<file path="config.mk">
export PLATFORM = sky130hd
export DESIGN_NAME = hpc_dev_flat
export DESIGN_NICKNAME = d
export VERILOG_FILES = /design/src/pkg/hpc_pkg.sv /design/src/pkg/hpc_link_if.sv /design/src/verilog/hpc_dev.sv /design/src/verilog/hpc_settle_timer.sv /design/src/flat_wrapper.sv
export SDC_FILE = /design/constraint.sdc
export NUM_CORES = 1
export LEC_CHECK = 0
export BUFFER_PORTS_ARGS = -buffer_cell sky130_fd_sc_hd__buf_2
export CORE_ASPECT_RATIO = 1.1
export CORE_MARGIN = 10
export CORE_UTILIZATION = 55
export CTS_BUF_LIST = sky130_fd_sc_hd__clkbuf_4 sky130_fd_sc_hd__clkbuf_8 sky130_fd_sc_hd__clkbuf_16
export DETAILED_ROUTE_END_ITERATION = 10
export GPL_TIMING_DRIVEN = 0
export MAX_ROUTING_LAYER = met4
export PLACE_DENSITY = 0.78
export SYNTH_ARGS = -nofsm -noshare
export SYNTH_HDL_FRONTEND = slang
export SYNTH_HIERARCHICAL = 1
export SYNTH_SLANG_ARGS = --single-unit
</file>
<file path="constraint.sdc">
create_clock -name I_CLK -period 2.3 [get_ports I_CLK]
set_clock_uncertainty 0.05 [all_clocks]
set_input_delay 0.46 -clock I_CLK [delete_from_list [all_inputs] [get_ports I_CLK]]
set_output_delay 0.46 -clock I_CLK [all_outputs]
set_load 0.005 [all_outputs]
</file>
<file path="src/pkg/hpc_pkg.sv">
package hpc_pkg;

  // ----------------------------------------------------------------
  // Device register offsets
  // ----------------------------------------------------------------
  localparam logic [7:0] HPC_OFF_SP_TOTAL_POWER    = 8'h0c;
  localparam logic [7:0] HPC_OFF_BP_TOTAL_POWER    = 8'h0d;
  localparam logic [7:0] HPC_OFF_SP_CTRL_CURRENT   = 8'h0e;
  localparam logic [7:0] HPC_OFF_BP_CTRL_CURRENT   = 8'h0f;
  localparam logic [7:0] HPC_OFF_SETTLE_DELAY      = 8'h10;
  localparam logic [7:0] HPC_OFF_LANG_UPPER        = 8'h11;
  localparam logic [7:0] HPC_OFF_LANG_LOWER        = 8'h12;
  localparam logic [7:0] HPC_OFF_MAKER_LEN         = 8'h13;

  // ----------------------------------------------------------------
  // Reset values
  // ----------------------------------------------------------------
  localparam logic [7:0] HPC_RST_BP_TOTAL_POWER    = 8'h00;
  localparam logic [7:0] HPC_RST_CTRL_CURRENT      = 8'h32;
  localparam logic [7:0] HPC_RST_SETTLE_DELAY      = 8'h00;
  localparam logic [7:0] HPC_RST_LANG_UPPER        = 8'h00;
  localparam logic [7:0] HPC_RST_LANG_LOWER        = 8'h00;
  localparam logic [7:0] HPC_RST_MAKER_LEN         = 8'h00;

  // ----------------------------------------------------------------
  // Limits checked by the configuring end
  // ----------------------------------------------------------------
  localparam logic [7:0] HPC_SP_LIMIT_UNITS        = 8'h32;
  localparam logic [7:0] HPC_MAKER_LEN_MAX         = 8'h1f;

  // ----------------------------------------------------------------
  // Timing
  // ----------------------------------------------------------------
  localparam int         HPC_CLK_KHZ               = 20000;
  localparam int         HPC_SETTLE_STEP_MS        = 2;
  localparam int         HPC_SETTLE_STEP_CYCLES    = HPC_CLK_KHZ * HPC_SETTLE_STEP_MS;

  // ----------------------------------------------------------------
  // Configuring end APB map
  // ----------------------------------------------------------------
  localparam logic [11:0] HPC_APB_CMD              = 12'h000;
  localparam logic [11:0] HPC_APB_STATUS           = 12'h004;
  localparam int          HPC_CMD_ADDR_LSB         = 0;
  localparam int          HPC_CMD_DATA_LSB         = 8;
  localparam int          HPC_CMD_WRITE_BIT        = 16;
  localparam int          HPC_ST_BUSY_BIT          = 0;
  localparam int          HPC_ST_DONE_BIT          = 1;
  localparam int          HPC_ST_REFUSED_BIT       = 2;
  localparam int          HPC_ST_RDATA_LSB         = 8;

endpackage

</file>
<file path="src/pkg/hpc_link_if.sv">
`timescale 1ns/1ps
interface hpc_link_if;
  logic       req;
  logic       we;
  logic [7:0] addr;
  logic [7:0] wdata;
  logic       ack;
  logic [7:0] rdata;

  modport cfg
  (
    output req,
    output we,
    output addr,
    output wdata,
    input  ack,
    input  rdata
  );

  modport dev
  (
    input  req,
    input  we,
    input  addr,
    input  wdata,
    output ack,
    output rdata
  );
endinterface

</file>
<file path="src/verilog/hpc_dev.sv">
// Implementation choice: register access over a req/ack link, driven from APB by hpc_cfg.
`timescale 1ns/1ps
module hpc_dev
#(
  parameter int STEP_CYCLES = hpc_pkg::HPC_SETTLE_STEP_CYCLES
)
(
  // Clock and reset
  input  wire logic       I_CLK,
  input  wire logic       I_NRST,
  // Register link
  hpc_link_if.dev         LINK,
  // Hub state
  input  wire logic       I_SELF_POWERED,
  input  wire logic       I_COMPOUND,
  input  wire logic [7:0] I_SP_TOTAL_POWER,
  // Port power sequencing
  input  wire logic       I_PORT_PWR_START,
  output logic            O_PORT_PWR_BUSY,
  output logic            O_PORT_PWR_GOOD,
  // Descriptor values
  output logic [7:0]      O_UP_MAX_POWER,
  output logic [8:0]      O_UP_MAX_POWER_MA,
  output logic [7:0]      O_CTRL_CURRENT,
  output logic [8:0]      O_CTRL_CURRENT_MA,
  output logic [7:0]      O_EMB_MAX_POWER,
  output logic [7:0]      O_SETTLE_DELAY,
  output logic [8:0]      O_SETTLE_DELAY_MS,
  output logic [15:0]     O_LANG_ID,
  output logic [7:0]      O_MAKER_LEN,
  output logic            O_SELF_POWERED
);
  import hpc_pkg::*;

  logic [7:0] bus_powered_total_power_r;
  logic [7:0] self_powered_controller_current_r;
  logic [7:0] bus_powered_controller_current_r;
  logic [7:0] port_power_settle_delay_r;
  logic [7:0] language_code_upper_r;
  logic [7:0] language_code_lower_r;
  logic [7:0] maker_text_char_count_r;

  logic [1:0] self_sync_r;
  logic [1:0] comp_sync_r;
  logic       self_pwr;
  logic       compound;

  logic       ack_r;
  logic [7:0] rdata_r;
  logic [7:0] rdata_nxt;
  logic       take;
  logic       wr;

  logic [7:0] up_pwr_r;
  logic [8:0] up_pwr_ma_r;
  logic [7:0] ctrl_cur_r;
  logic [8:0] ctrl_cur_ma_r;
  logic [7:0] emb_pwr_r;
  logic [7:0] settle_r;
  logic [8:0] settle_ms_r;
  logic [15:0] lang_r;
  logic [7:0] maker_r;
  logic       self_out_r;

  // ----------------------------------------------------------------
  // Pin synchronisers
  // ----------------------------------------------------------------
  always_ff @(posedge I_CLK or negedge I_NRST)
  begin
    if (!I_NRST)
    begin
      self_sync_r <= 2'h0;
      comp_sync_r <= 2'h0;
    end
    else
    begin
      self_sync_r <= {self_sync_r[0], I_SELF_POWERED};
      comp_sync_r <= {comp_sync_r[0], I_COMPOUND};
    end
  end

  assign self_pwr = self_sync_r[1];
  assign compound = comp_sync_r[1];

  // ----------------------------------------------------------------
  // Link handshake: one ack pulse per held request
  // ----------------------------------------------------------------
  assign take = LINK.req && !ack_r;
  assign wr   = take && LINK.we;

  always_ff @(posedge I_CLK or negedge I_NRST)
  begin
    if (!I_NRST)
      ack_r <= 1'b0;
    else
      ack_r <= take;
  end

  // ----------------------------------------------------------------
  // Register bank
  // ----------------------------------------------------------------
  always_ff @(posedge I_CLK or negedge I_NRST)
  begin
    if (!I_NRST)
      bus_powered_total_power_r <= HPC_RST_BP_TOTAL_POWER;
    else if (wr && LINK.addr == HPC_OFF_BP_TOTAL_POWER)
      bus_powered_total_power_r <= LINK.wdata;
  end

  always_ff @(posedge I_CLK or negedge I_NRST)
  begin
    if (!I_NRST)
      self_powered_controller_current_r <= HPC_RST_CTRL_CURRENT;
    else if (wr && LINK.addr == HPC_OFF_SP_CTRL_CURRENT)
      self_powered_controller_current_r <= LINK.wdata;
  end

  always_ff @(posedge I_CLK or negedge I_NRST)
  begin
    if (!I_NRST)
      bus_powered_controller_current_r <= HPC_RST_CTRL_CURRENT;
    else if (wr && LINK.addr == HPC_OFF_BP_CTRL_CURRENT)
      bus_powered_controller_current_r <= LINK.wdata;
  end

  always_ff @(posedge I_CLK or negedge I_NRST)
  begin
    if (!I_NRST)
      port_power_settle_delay_r <= HPC_RST_SETTLE_DELAY;
    else if (wr && LINK.addr == HPC_OFF_SETTLE_DELAY)
      port_power_settle_delay_r <= LINK.wdata;
  end

  always_ff @(posedge I_CLK or negedge I_NRST)
  begin
    if (!I_NRST)
    begin
      language_code_upper_r <= HPC_RST_LANG_UPPER;
      language_code_lower_r <= HPC_RST_LANG_LOWER;
    end
    else if (wr && LINK.addr == HPC_OFF_LANG_UPPER)
      language_code_upper_r <= LINK.wdata;
    else if (wr && LINK.addr == HPC_OFF_LANG_LOWER)
      language_code_lower_r <= LINK.wdata;
  end

  // Stored as written; the length ceiling is the configuring end's job
  always_ff @(posedge I_CLK or negedge I_NRST)
  begin
    if (!I_NRST)
      maker_text_char_count_r <= HPC_RST_MAKER_LEN;
    else if (wr && LINK.addr == HPC_OFF_MAKER_LEN)
      maker_text_char_count_r <= LINK.wdata;
  end

  // ----------------------------------------------------------------
  // Read-back; unmapped offsets read zero and drop writes
  // ----------------------------------------------------------------
  always_comb
  begin
    rdata_nxt = 8'h00;
    unique case (LINK.addr)
      HPC_OFF_BP_TOTAL_POWER:  rdata_nxt = bus_powered_total_power_r;
      HPC_OFF_SP_CTRL_CURRENT: rdata_nxt = self_powered_controller_current_r;
      HPC_OFF_BP_CTRL_CURRENT: rdata_nxt = bus_powered_controller_current_r;
      HPC_OFF_SETTLE_DELAY:    rdata_nxt = port_power_settle_delay_r;
      HPC_OFF_LANG_UPPER:      rdata_nxt = language_code_upper_r;
      HPC_OFF_LANG_LOWER:      rdata_nxt = language_code_lower_r;
      HPC_OFF_MAKER_LEN:       rdata_nxt = maker_text_char_count_r;
      default:                 rdata_nxt = 8'h00;
    endcase
  end

  always_ff @(posedge I_CLK or negedge I_NRST)
  begin
    if (!I_NRST)
      rdata_r <= 8'h00;
    else if (take && !LINK.we)
      rdata_r <= rdata_nxt;
  end

  assign LINK.ack   = ack_r;
  assign LINK.rdata = rdata_r;

  // ----------------------------------------------------------------
  // Descriptor values; power, current and mode chosen by the present powering mode
  // ----------------------------------------------------------------
  always_ff @(posedge I_CLK or negedge I_NRST)
  begin
    if (!I_NRST)
    begin
      up_pwr_r      <= 8'h00;
      up_pwr_ma_r   <= 9'h000;
      ctrl_cur_r    <= HPC_RST_CTRL_CURRENT;
      ctrl_cur_ma_r <= {HPC_RST_CTRL_CURRENT, 1'b0};
      self_out_r    <= 1'b0;
    end
    else if (self_pwr)
    begin
      up_pwr_r      <= I_SP_TOTAL_POWER;
      up_pwr_ma_r   <= {I_SP_TOTAL_POWER, 1'b0};
      ctrl_cur_r    <= self_powered_controller_current_r;
      ctrl_cur_ma_r <= {self_powered_controller_current_r, 1'b0};
      self_out_r    <= 1'b1;
    end
    else
    begin
      up_pwr_r      <= bus_powered_total_power_r;
      up_pwr_ma_r   <= {bus_powered_total_power_r, 1'b0};
      ctrl_cur_r    <= bus_powered_controller_current_r;
      ctrl_cur_ma_r <= {bus_powered_controller_current_r, 1'b0};
      self_out_r    <= 1'b0;
    end
  end

  // Embedded function is counted in the hub figure only
  always_ff @(posedge I_CLK or negedge I_NRST)
  begin
    if (!I_NRST)
      emb_pwr_r <= 8'h00;
    else if (compound)
      emb_pwr_r <= 8'h00;
    else
      emb_pwr_r <= 8'h00;
  end

  always_ff @(posedge I_CLK or negedge I_NRST)
  begin
    if (!I_NRST)
    begin
      settle_r    <= HPC_RST_SETTLE_DELAY;
      settle_ms_r <= 9'h000;
      lang_r      <= 16'h0000;
      maker_r     <= HPC_RST_MAKER_LEN;
    end
    else
    begin
      settle_r    <= port_power_settle_delay_r;
      settle_ms_r <= {port_power_settle_delay_r, 1'b0};
      lang_r      <= {language_code_upper_r, language_code_lower_r};
      maker_r     <= maker_text_char_count_r;
    end
  end

  // ----------------------------------------------------------------
  // Port power settle timing in whole steps
  // ----------------------------------------------------------------
  hpc_settle_timer
  #(
    .STEP_CYCLES (STEP_CYCLES)
  )
  u_settle
  (
    .i_clk   (I_CLK),
    .i_nrst  (I_NRST),
    .i_start (I_PORT_PWR_START),
    .i_steps (port_power_settle_delay_r),
    .o_busy  (O_PORT_PWR_BUSY),
    .o_good  (O_PORT_PWR_GOOD)
  );

  assign O_UP_MAX_POWER    = up_pwr_r;
  assign O_UP_MAX_POWER_MA = up_pwr_ma_r;
  assign O_CTRL_CURRENT    = ctrl_cur_r;
  assign O_CTRL_CURRENT_MA = ctrl_cur_ma_r;
  assign O_EMB_MAX_POWER   = emb_pwr_r;
  assign O_SETTLE_DELAY    = settle_r;
  assign O_SETTLE_DELAY_MS = settle_ms_r;
  assign O_LANG_ID         = lang_r;
  assign O_MAKER_LEN       = maker_r;
  assign O_SELF_POWERED    = self_out_r;
endmodule

</file>
<file path="src/verilog/hpc_settle_timer.sv">
`timescale 1ns/1ps
module hpc_settle_timer
#(
  parameter int STEP_CYCLES = hpc_pkg::HPC_SETTLE_STEP_CYCLES
)
(
  // Clock and reset
  input  wire logic       i_clk,
  input  wire logic       i_nrst,
  // Control
  input  wire logic       i_start,
  input  wire logic [7:0] i_steps,
  // Status
  output logic            o_busy,
  output logic            o_good
);
  import hpc_pkg::*;

  logic [31:0] div_r;
  logic [7:0]  left_r;
  logic        busy_r;
  logic        good_r;
  logic        tick;

  // ----------------------------------------------------------------
  // Step divider, restarted with each power-on so steps stay whole
  // ----------------------------------------------------------------
  assign tick = busy_r && (div_r == 32'(STEP_CYCLES - 1));

  always_ff @(posedge i_clk or negedge i_nrst)
  begin
    if (!i_nrst)
      div_r <= 32'h0;
    else if (i_start || tick || !busy_r)
      div_r <= 32'h0;
    else
      div_r <= div_r + 32'h1;
  end

  // ----------------------------------------------------------------
  // Step counter
  // ----------------------------------------------------------------
  always_ff @(posedge i_clk or negedge i_nrst)
  begin
    if (!i_nrst)
    begin
      left_r <= 8'h0;
      busy_r <= 1'b0;
      good_r <= 1'b0;
    end
    else if (i_start)
    begin
      left_r <= i_steps;
      busy_r <= (i_steps != 8'h0);
      good_r <= (i_steps == 8'h0);
    end
    else if (tick)
    begin
      left_r <= left_r - 8'h1;
      if (left_r == 8'h1)
      begin
        busy_r <= 1'b0;
        good_r <= 1'b1;
      end
    end
  end

  assign o_busy = busy_r;
  assign o_good = good_r;
endmodule
</file>
<file path="src/flat_wrapper.sv">
// flat-port wrapper written by rule: the top's interface ports become plain ports
module hpc_dev_flat import hpc_pkg::*;
#(
  parameter int STEP_CYCLES = hpc_pkg::HPC_SETTLE_STEP_CYCLES
)
  (I_CLK, I_NRST, I_SELF_POWERED, I_COMPOUND, I_SP_TOTAL_POWER, I_PORT_PWR_START, O_PORT_PWR_BUSY, O_PORT_PWR_GOOD, O_UP_MAX_POWER, O_UP_MAX_POWER_MA, O_CTRL_CURRENT, O_CTRL_CURRENT_MA, O_EMB_MAX_POWER, O_SETTLE_DELAY, O_SETTLE_DELAY_MS, O_LANG_ID, O_MAKER_LEN, O_SELF_POWERED, LINK_req, LINK_we, LINK_addr, LINK_wdata, LINK_ack, LINK_rdata);
  hpc_link_if LINK_i ();
  input  wire logic I_CLK;
  input  wire logic I_NRST;
  input  wire logic I_SELF_POWERED;
  input  wire logic I_COMPOUND;
  input  wire logic [7:0] I_SP_TOTAL_POWER;
  input  wire logic I_PORT_PWR_START;
  output logic O_PORT_PWR_BUSY;
  output logic O_PORT_PWR_GOOD;
  output logic [7:0] O_UP_MAX_POWER;
  output logic [8:0] O_UP_MAX_POWER_MA;
  output logic [7:0] O_CTRL_CURRENT;
  output logic [8:0] O_CTRL_CURRENT_MA;
  output logic [7:0] O_EMB_MAX_POWER;
  output logic [7:0] O_SETTLE_DELAY;
  output logic [8:0] O_SETTLE_DELAY_MS;
  output logic [15:0] O_LANG_ID;
  output logic [7:0] O_MAKER_LEN;
  output logic O_SELF_POWERED;
  input wire logic [$bits(LINK_i.req)-1:0] LINK_req;
  input wire logic [$bits(LINK_i.we)-1:0] LINK_we;
  input wire logic [$bits(LINK_i.addr)-1:0] LINK_addr;
  input wire logic [$bits(LINK_i.wdata)-1:0] LINK_wdata;
  output wire logic [$bits(LINK_i.ack)-1:0] LINK_ack;
  output wire logic [$bits(LINK_i.rdata)-1:0] LINK_rdata;
  assign LINK_i.req = LINK_req;
  assign LINK_i.we = LINK_we;
  assign LINK_i.addr = LINK_addr;
  assign LINK_i.wdata = LINK_wdata;
  assign LINK_ack = LINK_i.ack;
  assign LINK_rdata = LINK_i.rdata;
  hpc_dev #(.STEP_CYCLES(STEP_CYCLES)) u_core (.I_CLK(I_CLK), .I_NRST(I_NRST), .LINK(LINK_i), .I_SELF_POWERED(I_SELF_POWERED), .I_COMPOUND(I_COMPOUND), .I_SP_TOTAL_POWER(I_SP_TOTAL_POWER), .I_PORT_PWR_START(I_PORT_PWR_START), .O_PORT_PWR_BUSY(O_PORT_PWR_BUSY), .O_PORT_PWR_GOOD(O_PORT_PWR_GOOD), .O_UP_MAX_POWER(O_UP_MAX_POWER), .O_UP_MAX_POWER_MA(O_UP_MAX_POWER_MA), .O_CTRL_CURRENT(O_CTRL_CURRENT), .O_CTRL_CURRENT_MA(O_CTRL_CURRENT_MA), .O_EMB_MAX_POWER(O_EMB_MAX_POWER), .O_SETTLE_DELAY(O_SETTLE_DELAY), .O_SETTLE_DELAY_MS(O_SETTLE_DELAY_MS), .O_LANG_ID(O_LANG_ID), .O_MAKER_LEN(O_MAKER_LEN), .O_SELF_POWERED(O_SELF_POWERED));
endmodule
</file>
==> impl_metrics.env, run 1 <==
export IMPL_status="completed"
export IMPL_critical_path_slowest_cell="dfrtp_1"
export IMPL_rows=44
export IMPL_slowest_delay_ns=0.39
export IMPL_via_count=5535
export IMPL_async_flop_share_pct=100
export IMPL_die_y_um=142
export IMPL_design_area_sq_mm=0.00887
export IMPL_place_gp_congestion=0.897
export IMPL_grt_pass1_wl_mm=30.2
export IMPL_coreArea_sq_mm=0.0132
export IMPL_fin_setup_tns_ns=0
export IMPL_fin_crit_sh_pct=92.6
export IMPL_min_from="I_SELF_POWERED"
export IMPL_synthDistinctLibCells=71
export IMPL_initial_core_util_pct=56.3
export IMPL_fillers=1019
export IMPL_antenna_found_initial=0
export IMPL_power_frac_seq_pct=47.9
export IMPL_num_io_pins=126
export IMPL_viasPerCell=6.02
export IMPL_place_area_sq_mm=0.00826
export IMPL_drt_iter0_drc=422
export IMPL_crit_path_max_fanout=10
export IMPL_drc=0
export IMPL_drtPass1Iterations=5
export IMPL_min_path_type="input pin to flip-flop"
export IMPL_max_cap_viol_count=0
export IMPL_rr_endpoint="u_core/u_settle/div_r[20]$_DFF_PN0_"
export IMPL_setup_viol=0
export IMPL_finalCriticalPeriod_ns=2.13
export IMPL_grt_pass1_vias=5726
export IMPL_synth_area_per_cell_sq_um=12.3
export IMPL_dp_hpwl_mm=13.5
export IMPL_area_growth_pct=19.3
export IMPL_p_leak_nw=4.29
export IMPL_grt_max_degree=106
export IMPL_p_switching_mw=1.43
export IMPL_die_w_um=131
export IMPL_rsz0062_at_grt="false"
export IMPL_fin_nets=779
export IMPL_cts_root_buf="clkbuf_16"
export IMPL_synthCells=603
export IMPL_syn_area_sq_mm=0.00743
export IMPL_synth_edff_count=0
export IMPL_drive_gt1_share_pct=42.3
export IMPL_hold_viol=0
export IMPL_regToRegSetupSlack_ns=0.17
export IMPL_arrival_ns=2.40
export IMPL_cts_sink_count=158
export IMPL_drt_wl_total_mm=18.9
export IMPL_ys_warn_count=6
export IMPL_tightest_slew_ns=0.676
export IMPL_cts_buffers=17
export IMPL_synthFlopType="dfrtp_1"
export IMPL_synth_seq_cells=158
export IMPL_cts_tree="yes"
export IMPL_wire_per_inst_um=20.5
export IMPL_r2r_start="u_core/u_settle/div_r[0]$_DFF_PN0_"
export IMPL_die_area_sq_mm=0.0186
export IMPL_grt_use_total_pct=21.2
export IMPL_path_clk_slew_ns=0.07
export IMPL_crit_chain="ha_1 -> and3_1 -> clkbuf_1 -> nand3_1 -> buf_2 -> or3_1 -> a211oi_1"
export IMPL_drtAntennaViolNets=0
export IMPL_pwr_share_comb_pct=6.3
export IMPL_power_share_clock_pct=45.8
export IMPL_r2r_cells=7
export IMPL_start_kind="flip-flop"
export IMPL_ir_worst_vdd_v=0.000548
export IMPL_htree_levels=4
export IMPL_io_buffers=111
export IMPL_grt_ovfl_total=0
export IMPL_clock_path_buffers=2
export IMPL_intPower_mw=4.58
export IMPL_fmax_ghz=0.470
export IMPL_cts_setup_buffers=0
export IMPL_report_final_slew_viol_count=0
export IMPL_insertion_delay_ns=0.42
export IMPL_netSwitchingFraction_pct=23.8
export IMPL_crit_buf_inv=2
export IMPL_path_class="flip-flop to flip-flop"
export IMPL_antenna_cells=0
export IMPL_cp_required_ns=2.58
export IMPL_final_core_util_pct=67.1
export IMPL_holdPathStages=1
export IMPL_min_to="u_core/self_sync_r[0]$_DFF_PN0_"
export IMPL_power_density_mw_per_mm2=678
export IMPL_ys_seq_area_share_pct=53.3
export IMPL_path_delay_family="simple AND/OR/NAND/NOR gates"
export IMPL_crit_path_end_kind="flip-flop"
export IMPL_slew_headroom_pct=54.9
per-stage QoR:
step | total power, mW | instances | setup slack (ns) | hold WS [ns]
3_5_place_dp | 3.31 | 886 | 0.132 | 0.307
4_1_cts | 6.06 | 919 | 0.165 | 0.0859
6_report | 6.02 | 919 | 0.171 | 0.0987
3_3_place_gp | 3.29 | 885 | -1.50 | 0.284
2_1_floorplan | 3.11 | 613 | 0.464 | 0.114
5_1_grt | 6.23 | 919 | 0.0132 | 0.0796
area by class of cell:
| cell class | instances | area (sq um) | share of cell area (%) |
|---|---|---|---|
| multi-input combinational | 380 | 3010 | 33.9 |
| sequential | 158 | 3970 | 44.7 |
| tap | 161 | 201 | 2.27 |
| buffer | 71 | 490 | 5.53 |
| inverter | 4 | 15.0 | 0.169 |
| timing repair buffer | 113 | 599 | 6.76 |
| clock buffer | 20 | 460 | 5.19 |
| clock inverter | 12 | 126 | 1.43 |
kinds of logic (layout without fill, tap and decap cells):
kind of cell / Yosys count / after routing / synth area share [%]
multiplexers: 77 / 77 / 11.6
XOR/XNOR: 13 / 13 / 1.53
flip-flops: 158 / 158 / 53.3
other: 1 / 11 / 0.0504
AO/OA/AOI/OAI: 100 / 100 / 9.90
AND/OR/NAND/NOR: 176 / 176 / 16.3
adder cells (fa/ha/maj): 3 / 3 / 0.505
buffers and inverters: 75 / 220 / 6.77
state kept, by name, indices dropped and copies added, names as in the netlist:
signal,count
u_core/u_settle/o_busy,1
u_core/bus_powered_total_power_r,8
u_core/O_CTRL_CURRENT,8
u_core/self_sync_r,2
u_core/u_settle/left_r,8
u_core/bus_powered_controller_current_r,8
u_core/language_code_lower_r,8
u_core/O_SELF_POWERED,1
u_core/O_LANG_ID,16
u_core/O_UP_MAX_POWER_MA,8
u_core/language_code_upper_r,8
u_core/maker_text_char_count_r,8
u_core/LINK.rdata,8
u_core/O_SETTLE_DELAY_MS,8
u_core/LINK.ack,1
u_core/port_power_settle_delay_r,8
u_core/u_settle/div_r,32
u_core/u_settle/o_good,1
u_core/self_powered_controller_current_r,8
u_core/O_MAKER_LEN,8
layout by cell type (no fill, tap or decap), types with 5 or more instances in the layout:
cell / n
mux2_2: 73
buf_2: 122
or4_1: 17
a211oi_1: 19
nand4_1: 19
buf_4: 39
nor2b_1: 5
buf_6: 9
conb_1: 11
dfstp_2: 9
or3_1: 7
and3_1: 9
a22oi_1: 13
o2bb2ai_1: 5
nand3_1: 21
o31ai_1: 16
clkbuf_16: 17
xor2_1: 10
and4_1: 5
nor3_1: 16
a21oi_1: 6
clkbuf_1: 8
nand2_1: 17
nor2_1: 12
o21ai_0: 13
nor3b_1: 5
dfrtp_1: 149
per-layer routing:
layer / global-route usage (%) / up-vias / wire, um
met5: - / - / 0
met4: 5.74 / 0 / 191
met3: 4.70 / 18 / 899
met2: 36.0 / 205 / 9960
met1: 24.9 / 2800 / 7820
li1: - / 2512 / -
worst max-delay path by stage:
stage / start / endpoint / depth (start not counted)
after floorplan: u_core/u_settle/div_r[0]$_DFF_PN0_ / u_core/u_settle/div_r[26]$_DFF_PN0_ / 7
after global placement: I_NRST / u_core/maker_text_char_count_r[4]$_DFFE_PN0P_ / 1
after detailed placement: LINK_addr[3] / u_core/maker_text_char_count_r[3]$_DFFE_PN0P_ / 6
after CTS: u_core/u_settle/div_r[0]$_DFF_PN0_ / u_core/u_settle/div_r[26]$_DFF_PN0_ / 7
after global routing: u_core/u_settle/div_r[0]$_DFF_PN0_ / u_core/u_settle/div_r[20]$_DFF_PN0_ / 7
final: u_core/u_settle/div_r[0]$_DFF_PN0_ / u_core/u_settle/div_r[20]$_DFF_PN0_ / 7
cells in the mapped netlist (4+ instances only):
cell type | count | share of area [%]
mux2_2 | 73 | 11
and4_1 | 5 | 0.59
a311oi_1 | 4 | 0.47
buf_6 | 8 | 1.2
nor2_1 | 12 | 0.61
a21o_1 | 4 | 0.40
nand2_1 | 17 | 0.86
o31ai_1 | 16 | 1.6
o21ai_0 | 13 | 0.88
or3_1 | 7 | 0.59
nand3b_1 | 4 | 0.40
mux2i_1 | 4 | 0.54
dfrtp_1 | 149 | 50
buf_2 | 13 | 0.88
xor2_1 | 10 | 1.2
nor3_1 | 17 | 1.1
clkbuf_1 | 8 | 0.40
nor3b_1 | 5 | 0.51
a22oi_1 | 13 | 1.3
nand3_1 | 21 | 1.4
buf_4 | 38 | 3.8
and3_1 | 9 | 0.76
o2bb2ai_1 | 5 | 0.59
a211oi_1 | 19 | 1.9
nor2b_1 | 5 | 0.42
nor4_2 | 4 | 0.67
a21oi_1 | 6 | 0.40
nand2_2 | 4 | 0.34
nand4_1 | 19 | 1.6
dfstp_2 | 9 | 3.2
or4_1 | 17 | 1.7
power groups by stage:
stage                     logic, mW  registers, mW  clock network [mW]
after floorplan               0.186           2.92                   0
after global placement        0.363           2.93                   0
after detailed placement      0.378           2.93                   0
after CTS                     0.383           2.88                2.79
after global routing          0.416           2.89                2.93
final                         0.379           2.88                2.75
worst register-to-register path, cell delays in order, from the launching register on:
cell      delay [ns]
dfrtp_1         0.39
ha_1            0.19
and3_1          0.14
clkbuf_1        0.23
nand3_1         0.19
buf_2           0.24
or3_1           0.37
a211oi_1        0.24
repair_timing:
| action | 4_1_cts | 5_1_grt |
|---|---|---|
| hold buffers | 1 | 0 |
| endpoints found under the hold margin | 53 | 0 |
| gates resized for setup | 0 | 3 |
| endpoints found under the setup margin | 0 | 32 |
Power figures use the tool's default switching activity.
==> inputs of run 2 (changes only) <==
Settings changed: PLACE_DENSITY 0.78 to 0.79.
==> run 2 against run 1 <==
Sequential share of layout area up 0.051 points. Total power rose by 0.63%. Global-route usage rose by 0.56 points. Die area unchanged. Final cell count down 0.44%. Critical path depth decreased by 1. Largest power group unchanged.
==> impl_metrics.env, run 2 (synthesis gave the netlist of run 1 again) <==
export IMPL_rsz0062_at_grt="false"
export IMPL_wire_per_inst_um=21.0
export IMPL_initial_core_util_pct=56.3
export IMPL_crit_buf_inv=2
export IMPL_power_share_clock_pct=46.1
export IMPL_crit_path_end_kind="flip-flop"
export IMPL_largest_reg_flops=32
export IMPL_rows=44
export IMPL_critical_path_slowest_cell="or4_1"
export IMPL_setup_viol=0
export IMPL_hold_viol=0
export IMPL_max_cap_viol_count=0
export IMPL_start_kind="flip-flop"
export IMPL_wl_met3_mm=1.02
export IMPL_grt_pass1_wl_mm=30.8
export IMPL_dp_hpwl_mm=13.6
export IMPL_antenna_cells=0
export IMPL_drt_wl_total_mm=19.2
export IMPL_met1_length_mm=7.94
export IMPL_pwr_share_comb_pct=6.3
export IMPL_cts_tree="yes"
export IMPL_fmax_ghz=0.460
export IMPL_via_count=5594
export IMPL_crit_chain="buf_6 -> nor4_2 -> nand3_1 -> buf_2 -> or4_1 -> a31oi_1"
export IMPL_slowest_delay_ns=0.48
export IMPL_netSwitchingFraction_pct=23.4
export IMPL_tightest_slew_ns=0.721
export IMPL_finalCriticalPeriod_ns=2.17
export IMPL_grt_ovfl_total=0
export IMPL_intPower_mw=4.64
export IMPL_hold_ws_ns=0.0197
export IMPL_p_leak_nw=4.29
export IMPL_coreArea_sq_mm=0.0132
export IMPL_regMostFlops="u_core/u_settle/div_r"
export IMPL_die_w_um=131
export IMPL_highest_layer="met4"
export IMPL_fillers=986
export IMPL_design_area_sq_mm=0.00886
export IMPL_min_path_type="input pin to async pin"
export IMPL_drt_iter0_drc=497
export IMPL_drive_gt1_share_pct=42.6
export IMPL_fin_nets=777
export IMPL_wl_met2_mm=9.89
export IMPL_ir_worst_vdd_v=0.000477
export IMPL_num_io_pins=126
export IMPL_die_y_um=142
export IMPL_power_density_mw_per_mm2=683
export IMPL_status="completed"
export IMPL_crit_path_max_fanout=10
export IMPL_path_class="flip-flop to flip-flop"
export IMPL_antenna_found_initial=0
export IMPL_viasPerCell=6.11
export IMPL_grt_pass1_vias=5850
export IMPL_cts_root_buf="clkbuf_16"
export IMPL_io_buffers=111
export IMPL_die_area_sq_mm=0.0186
export IMPL_p_switching_mw=1.41
export IMPL_htree_levels=4
export IMPL_place_gp_congestion=0.951
export IMPL_place_area_sq_mm=0.00826
export IMPL_dp_cells=886
export IMPL_final_cell_mix="dfrtp_1 (149), buf_2 (122), mux2_2 (73), buf_4 (38), nand3_1 (21)"
export IMPL_cp_required_ns=2.59
export IMPL_clock_path_buffers=2
export IMPL_area_growth_pct=19.1
export IMPL_fin_crit_sh_pct=94.5
export IMPL_cts_setup_buffers=0
export IMPL_cts_sink_count=158
export IMPL_layout_commonest_cell="dfrtp_1"
export IMPL_drtPass1Iterations=5
export IMPL_fin_cells=915
export IMPL_path_clk_slew_ns=0.06
export IMPL_path_delay_family="simple AND/OR/NAND/NOR gates"
export IMPL_report_final_slew_viol_count=0
export IMPL_arrival_ns=2.46
export IMPL_power_frac_seq_pct=47.6
export IMPL_drtAntennaViolNets=0
export IMPL_fin_setup_tns_ns=0
export IMPL_grt_max_degree=81
export IMPL_insertion_delay_ns=0.43
export IMPL_slew_headroom_pct=52.0
export IMPL_grt_use_total_pct=21.8
export IMPL_cts_buffers=17
export IMPL_drc=0
==> run 2: what timing repair did <==
item / in CTS / in global routing
hold buffers: 0 / 0
setup endpoints to repair: 1 / 35
gates resized for setup: 1 / 3
==> run 2: power groups by stage <==
stage | sequential, mW | combinational, mW | clock, mW
after floorplan | 2.92 | 0.186 | 0
after global placement | 2.93 | 0.365 | 0
after detailed placement | 2.93 | 0.379 | 0
after CTS | 2.88 | 0.384 | 2.82
after global routing | 2.89 | 0.420 | 2.95
final | 2.88 | 0.380 | 2.79
==> run 2: per-stage QoR <==
step	total power, mW	worst slack [ns]	utilization (%)
5_1_grt	6.26	0.0380	67.0
3_5_place_dp	3.31	0.0456	62.5
2_1_floorplan	3.11	0.464	-
6_report	6.05	0.126	67.0
3_3_place_gp	3.30	-1.52	62.3
4_1_cts	6.08	0.0136	67.0
==> run 2: layer usage <==
| metal | track usage [%] | vias to the layer above |
|---|---|---|
| li1 | - | 2503 |
| met1 | 25.7 | 2842 |
| met2 | 35.8 | 213 |
| met3 | 5.14 | 36 |
| met4 | 7.62 | 0 |
| met5 | - | - |
==> run 2: layout make-up <==
type / instances / area [sq um] / share of cell area (%)
plain buffers: 70 / 487 / 5.50
clock buffers: 19 / 447 / 5.04
clock inverters: 11 / 136 / 1.54
inverters: 4 / 15.0 / 0.170
multi-input cells: 380 / 3020 / 34.0
flip-flops and latches: 158 / 3970 / 44.8
well taps: 161 / 201 / 2.27
repair buffers: 112 / 589 / 6.65
==> run 2: worst paths after layout <==
| kind | startpoint | end | slack (ns) | cells past startpoint |
|---|---|---|---|---|
| worst min-delay path | I_NRST | u_core/u_settle/left_r[2]$_DFFE_PN0P_ | 0.02 | 1 |
| max in group asynchronous | I_NRST | u_core/O_LANG_ID[3]$_DFF_PN0_ | 1.38 | 2 |
| worst max register to register | u_core/u_settle/div_r[26]$_DFF_PN0_ | u_core/u_settle/left_r[2]$_DFFE_PN0P_ | 0.13 | 6 |
| min in group I_CLK | I_SELF_POWERED | u_core/self_sync_r[0]$_DFF_PN0_ | 0.09 | 1 |
| worst min register to register | u_core/self_sync_r[0]$_DFF_PN0_ | u_core/self_sync_r[1]$_DFF_PN0_ | 0.31 | 0 |
| worst max-delay path | u_core/u_settle/div_r[26]$_DFF_PN0_ | u_core/u_settle/left_r[2]$_DFFE_PN0P_ | 0.13 | 6 |
==> inputs of run 3 (changes only) <==
Settings changed: SLEW_MARGIN from default to 5.
Clock period 2.3 ns to 2.2 ns, I/O delays scaled along.
==> run 3 against run 2 <==
Register-to-register slack worse by 0.04 ns. Critical path depth unchanged. Total power up 4.6%. Sequential cell count unchanged.
==> impl_metrics.env, run 3 (synthesis gave the netlist of run 1 again) <==
export IMPL_status="completed"
export IMPL_htree_levels=4
export IMPL_grt_ovfl_total=0
export IMPL_path_class="flip-flop to flip-flop"
export IMPL_fmax_ghz=0.473
export IMPL_design_area_sq_mm=0.00890
export IMPL_area_growth_pct=19.7
export IMPL_cts_buffers=17
export IMPL_clock_path_buffers=2
export IMPL_r2r_start="u_core/u_settle/div_r[26]$_DFF_PN0_"
export IMPL_crit_path_end_kind="flip-flop"
export IMPL_report_final_slew_viol_count=0
export IMPL_min_path_type="input pin to flip-flop"
export IMPL_viasPerCell=6.09
export IMPL_die_w_um=131
export IMPL_cts_sink_count=158
export IMPL_insertion_delay_ns=0.42
export IMPL_power_density_mw_per_mm2=712
export IMPL_num_io_pins=126
export IMPL_cts_tree="yes"
export IMPL_slew_headroom_pct=56.9
export IMPL_critical_path_slowest_cell="or4_1"
export IMPL_coreArea_sq_mm=0.0132
export IMPL_cts_root_buf="clkbuf_16"
export IMPL_finalCriticalPeriod_ns=2.11
export IMPL_regMostFlops="u_core/u_settle/div_r"
export IMPL_rows=44
export IMPL_start_kind="flip-flop"
export IMPL_place_area_sq_mm=0.00827
export IMPL_crit_start="u_core/u_settle/div_r[26]$_DFF_PN0_"
export IMPL_grt_pass1_wl_mm=30.9
export IMPL_drt_iter0_drc=545
export IMPL_fin_crit_sh_pct=96.0
export IMPL_slowest_delay_ns=0.48
export IMPL_grt_pass1_vias=5822
export IMPL_grt_use_total_pct=21.8
export IMPL_hold_ws_ns=0.0717
export IMPL_die_y_um=142
export IMPL_min_from="I_SELF_POWERED"
export IMPL_io_buffers=111
export IMPL_ir_worst_vdd_v=0.000496
export IMPL_fin_nets=778
export IMPL_met1_length_mm=7.91
export IMPL_crit_chain="buf_6 -> nor4_2 -> nand3_2 -> buf_2 -> or4_1 -> a31oi_1"
export IMPL_arrival_ns=2.40
export IMPL_drt_wl_total_mm=19.1
export IMPL_wl_met2_mm=9.83
export IMPL_crit_buf_inv=2
export IMPL_hold_viol=0
export IMPL_path_clk_slew_ns=0.06
export IMPL_place_gp_congestion=0.951
export IMPL_fillers=974
export IMPL_cts_setup_buffers=0
export IMPL_drc=0
export IMPL_cp_required_ns=2.49
export IMPL_finalPower_mw=6.33
export IMPL_drive_gt1_share_pct=42.9
export IMPL_initial_core_util_pct=56.3
export IMPL_crit_path_max_fanout=10
export IMPL_antenna_cells=0
export IMPL_path_delay_family="simple AND/OR/NAND/NOR gates"
export IMPL_via_count=5576
export IMPL_largest_reg_flops=32
export IMPL_max_cap_viol_count=0
export IMPL_grt_max_degree=81
export IMPL_highest_layer="met4"
export IMPL_p_leak_nw=4.30
export IMPL_wire_per_inst_um=20.9
export IMPL_setup_viol=0
export IMPL_layout_commonest_cell="dfrtp_1"
export IMPL_final_cell_mix="dfrtp_1 (148), buf_2 (122), mux2_2 (73), buf_4 (39), nand3_1 (20)"
export IMPL_drtAntennaViolNets=0
export IMPL_dp_hpwl_mm=13.6
export IMPL_die_area_sq_mm=0.0186
export IMPL_drtPass1Iterations=4
export IMPL_wl_met3_mm=1.01
export IMPL_fin_setup_tns_ns=0
export IMPL_antenna_found_initial=0
export IMPL_tightest_slew_ns=0.647
==> run 3: cell count changes in the layout (fill, tap and decap cells not counted), sizes merged <==
cell         delta
buf             +1
clkbuf          -1
dlygate4sd3     +1
==> run 3: layout make-up <==
type	count	area [sq um]	area share (%)
multi-input combinational	380	3040	34.2
buffer	70	487	5.47
sequential	158	3970	44.6
tap	161	201	2.26
timing repair buffer	113	603	6.78
clock inverter	11	136	1.53
inverter	4	15.0	0.169
clock buffer	19	447	5.02
==> run 3: repair_timing <==
action	in CTS	in global routing
endpoints found under the setup margin	35	34
endpoints found under the hold margin	69	0
gates resized for setup	2	8
pin swaps	0	0
hold buffers	1	0
==> run 3: worst paths after layout <==
check	cells past startpoint	slack [ns]	end
worst min register to register	0	0.31	u_core/self_sync_r[1]$_DFF_PN0_
min in group asynchronous	2	0.54	u_core/u_settle/left_r[2]$_DFFE_PN0P_
worst max-delay path	6	0.09	u_core/u_settle/left_r[2]$_DFFE_PN0P_
worst min-delay path	1	0.07	u_core/self_sync_r[0]$_DFF_PN0_
max in group asynchronous	3	0.79	u_core/O_LANG_ID[3]$_DFF_PN0_
worst max register to register	6	0.09	u_core/u_settle/left_r[2]$_DFFE_PN0P_
==> run 3: per-layer routing <==
layer / up-vias / track usage [%]
met5: - / -
met2: 217 / 35.9
met3: 35 / 5.07
li1: 2506 / -
met4: 0 / 7.15
met1: 2818 / 25.8
==> run 3: stage by stage <==
stage	util, %	instances	setup slack (ns)
after floorplan	-	613	0.364
after global placement	62.3	885	-1.60
after detailed placement	62.6	886	-0.0544
after CTS	67.1	916	0.0430
after global routing	67.3	916	-0.00295
final	67.3	916	0.0880
==> run 3: power breakdown <==
part | switching (mW) | total (mW) | internal, mW | leakage, nW
registers | 0.0471 | 3.02 | 2.97 | 2.14
clock network | 1.20 | 2.92 | 1.72 | 0.285
logic | 0.236 | 0.401 | 0.164 | 1.88
==> run 3: worst register-to-register path: stages, from the launching register on <==
cell     delay [ns]
dfrtp_1        0.38
buf_6          0.13
nor4_2         0.41
nand3_2        0.19
buf_2          0.23
or4_1          0.48
a31oi_1        0.17
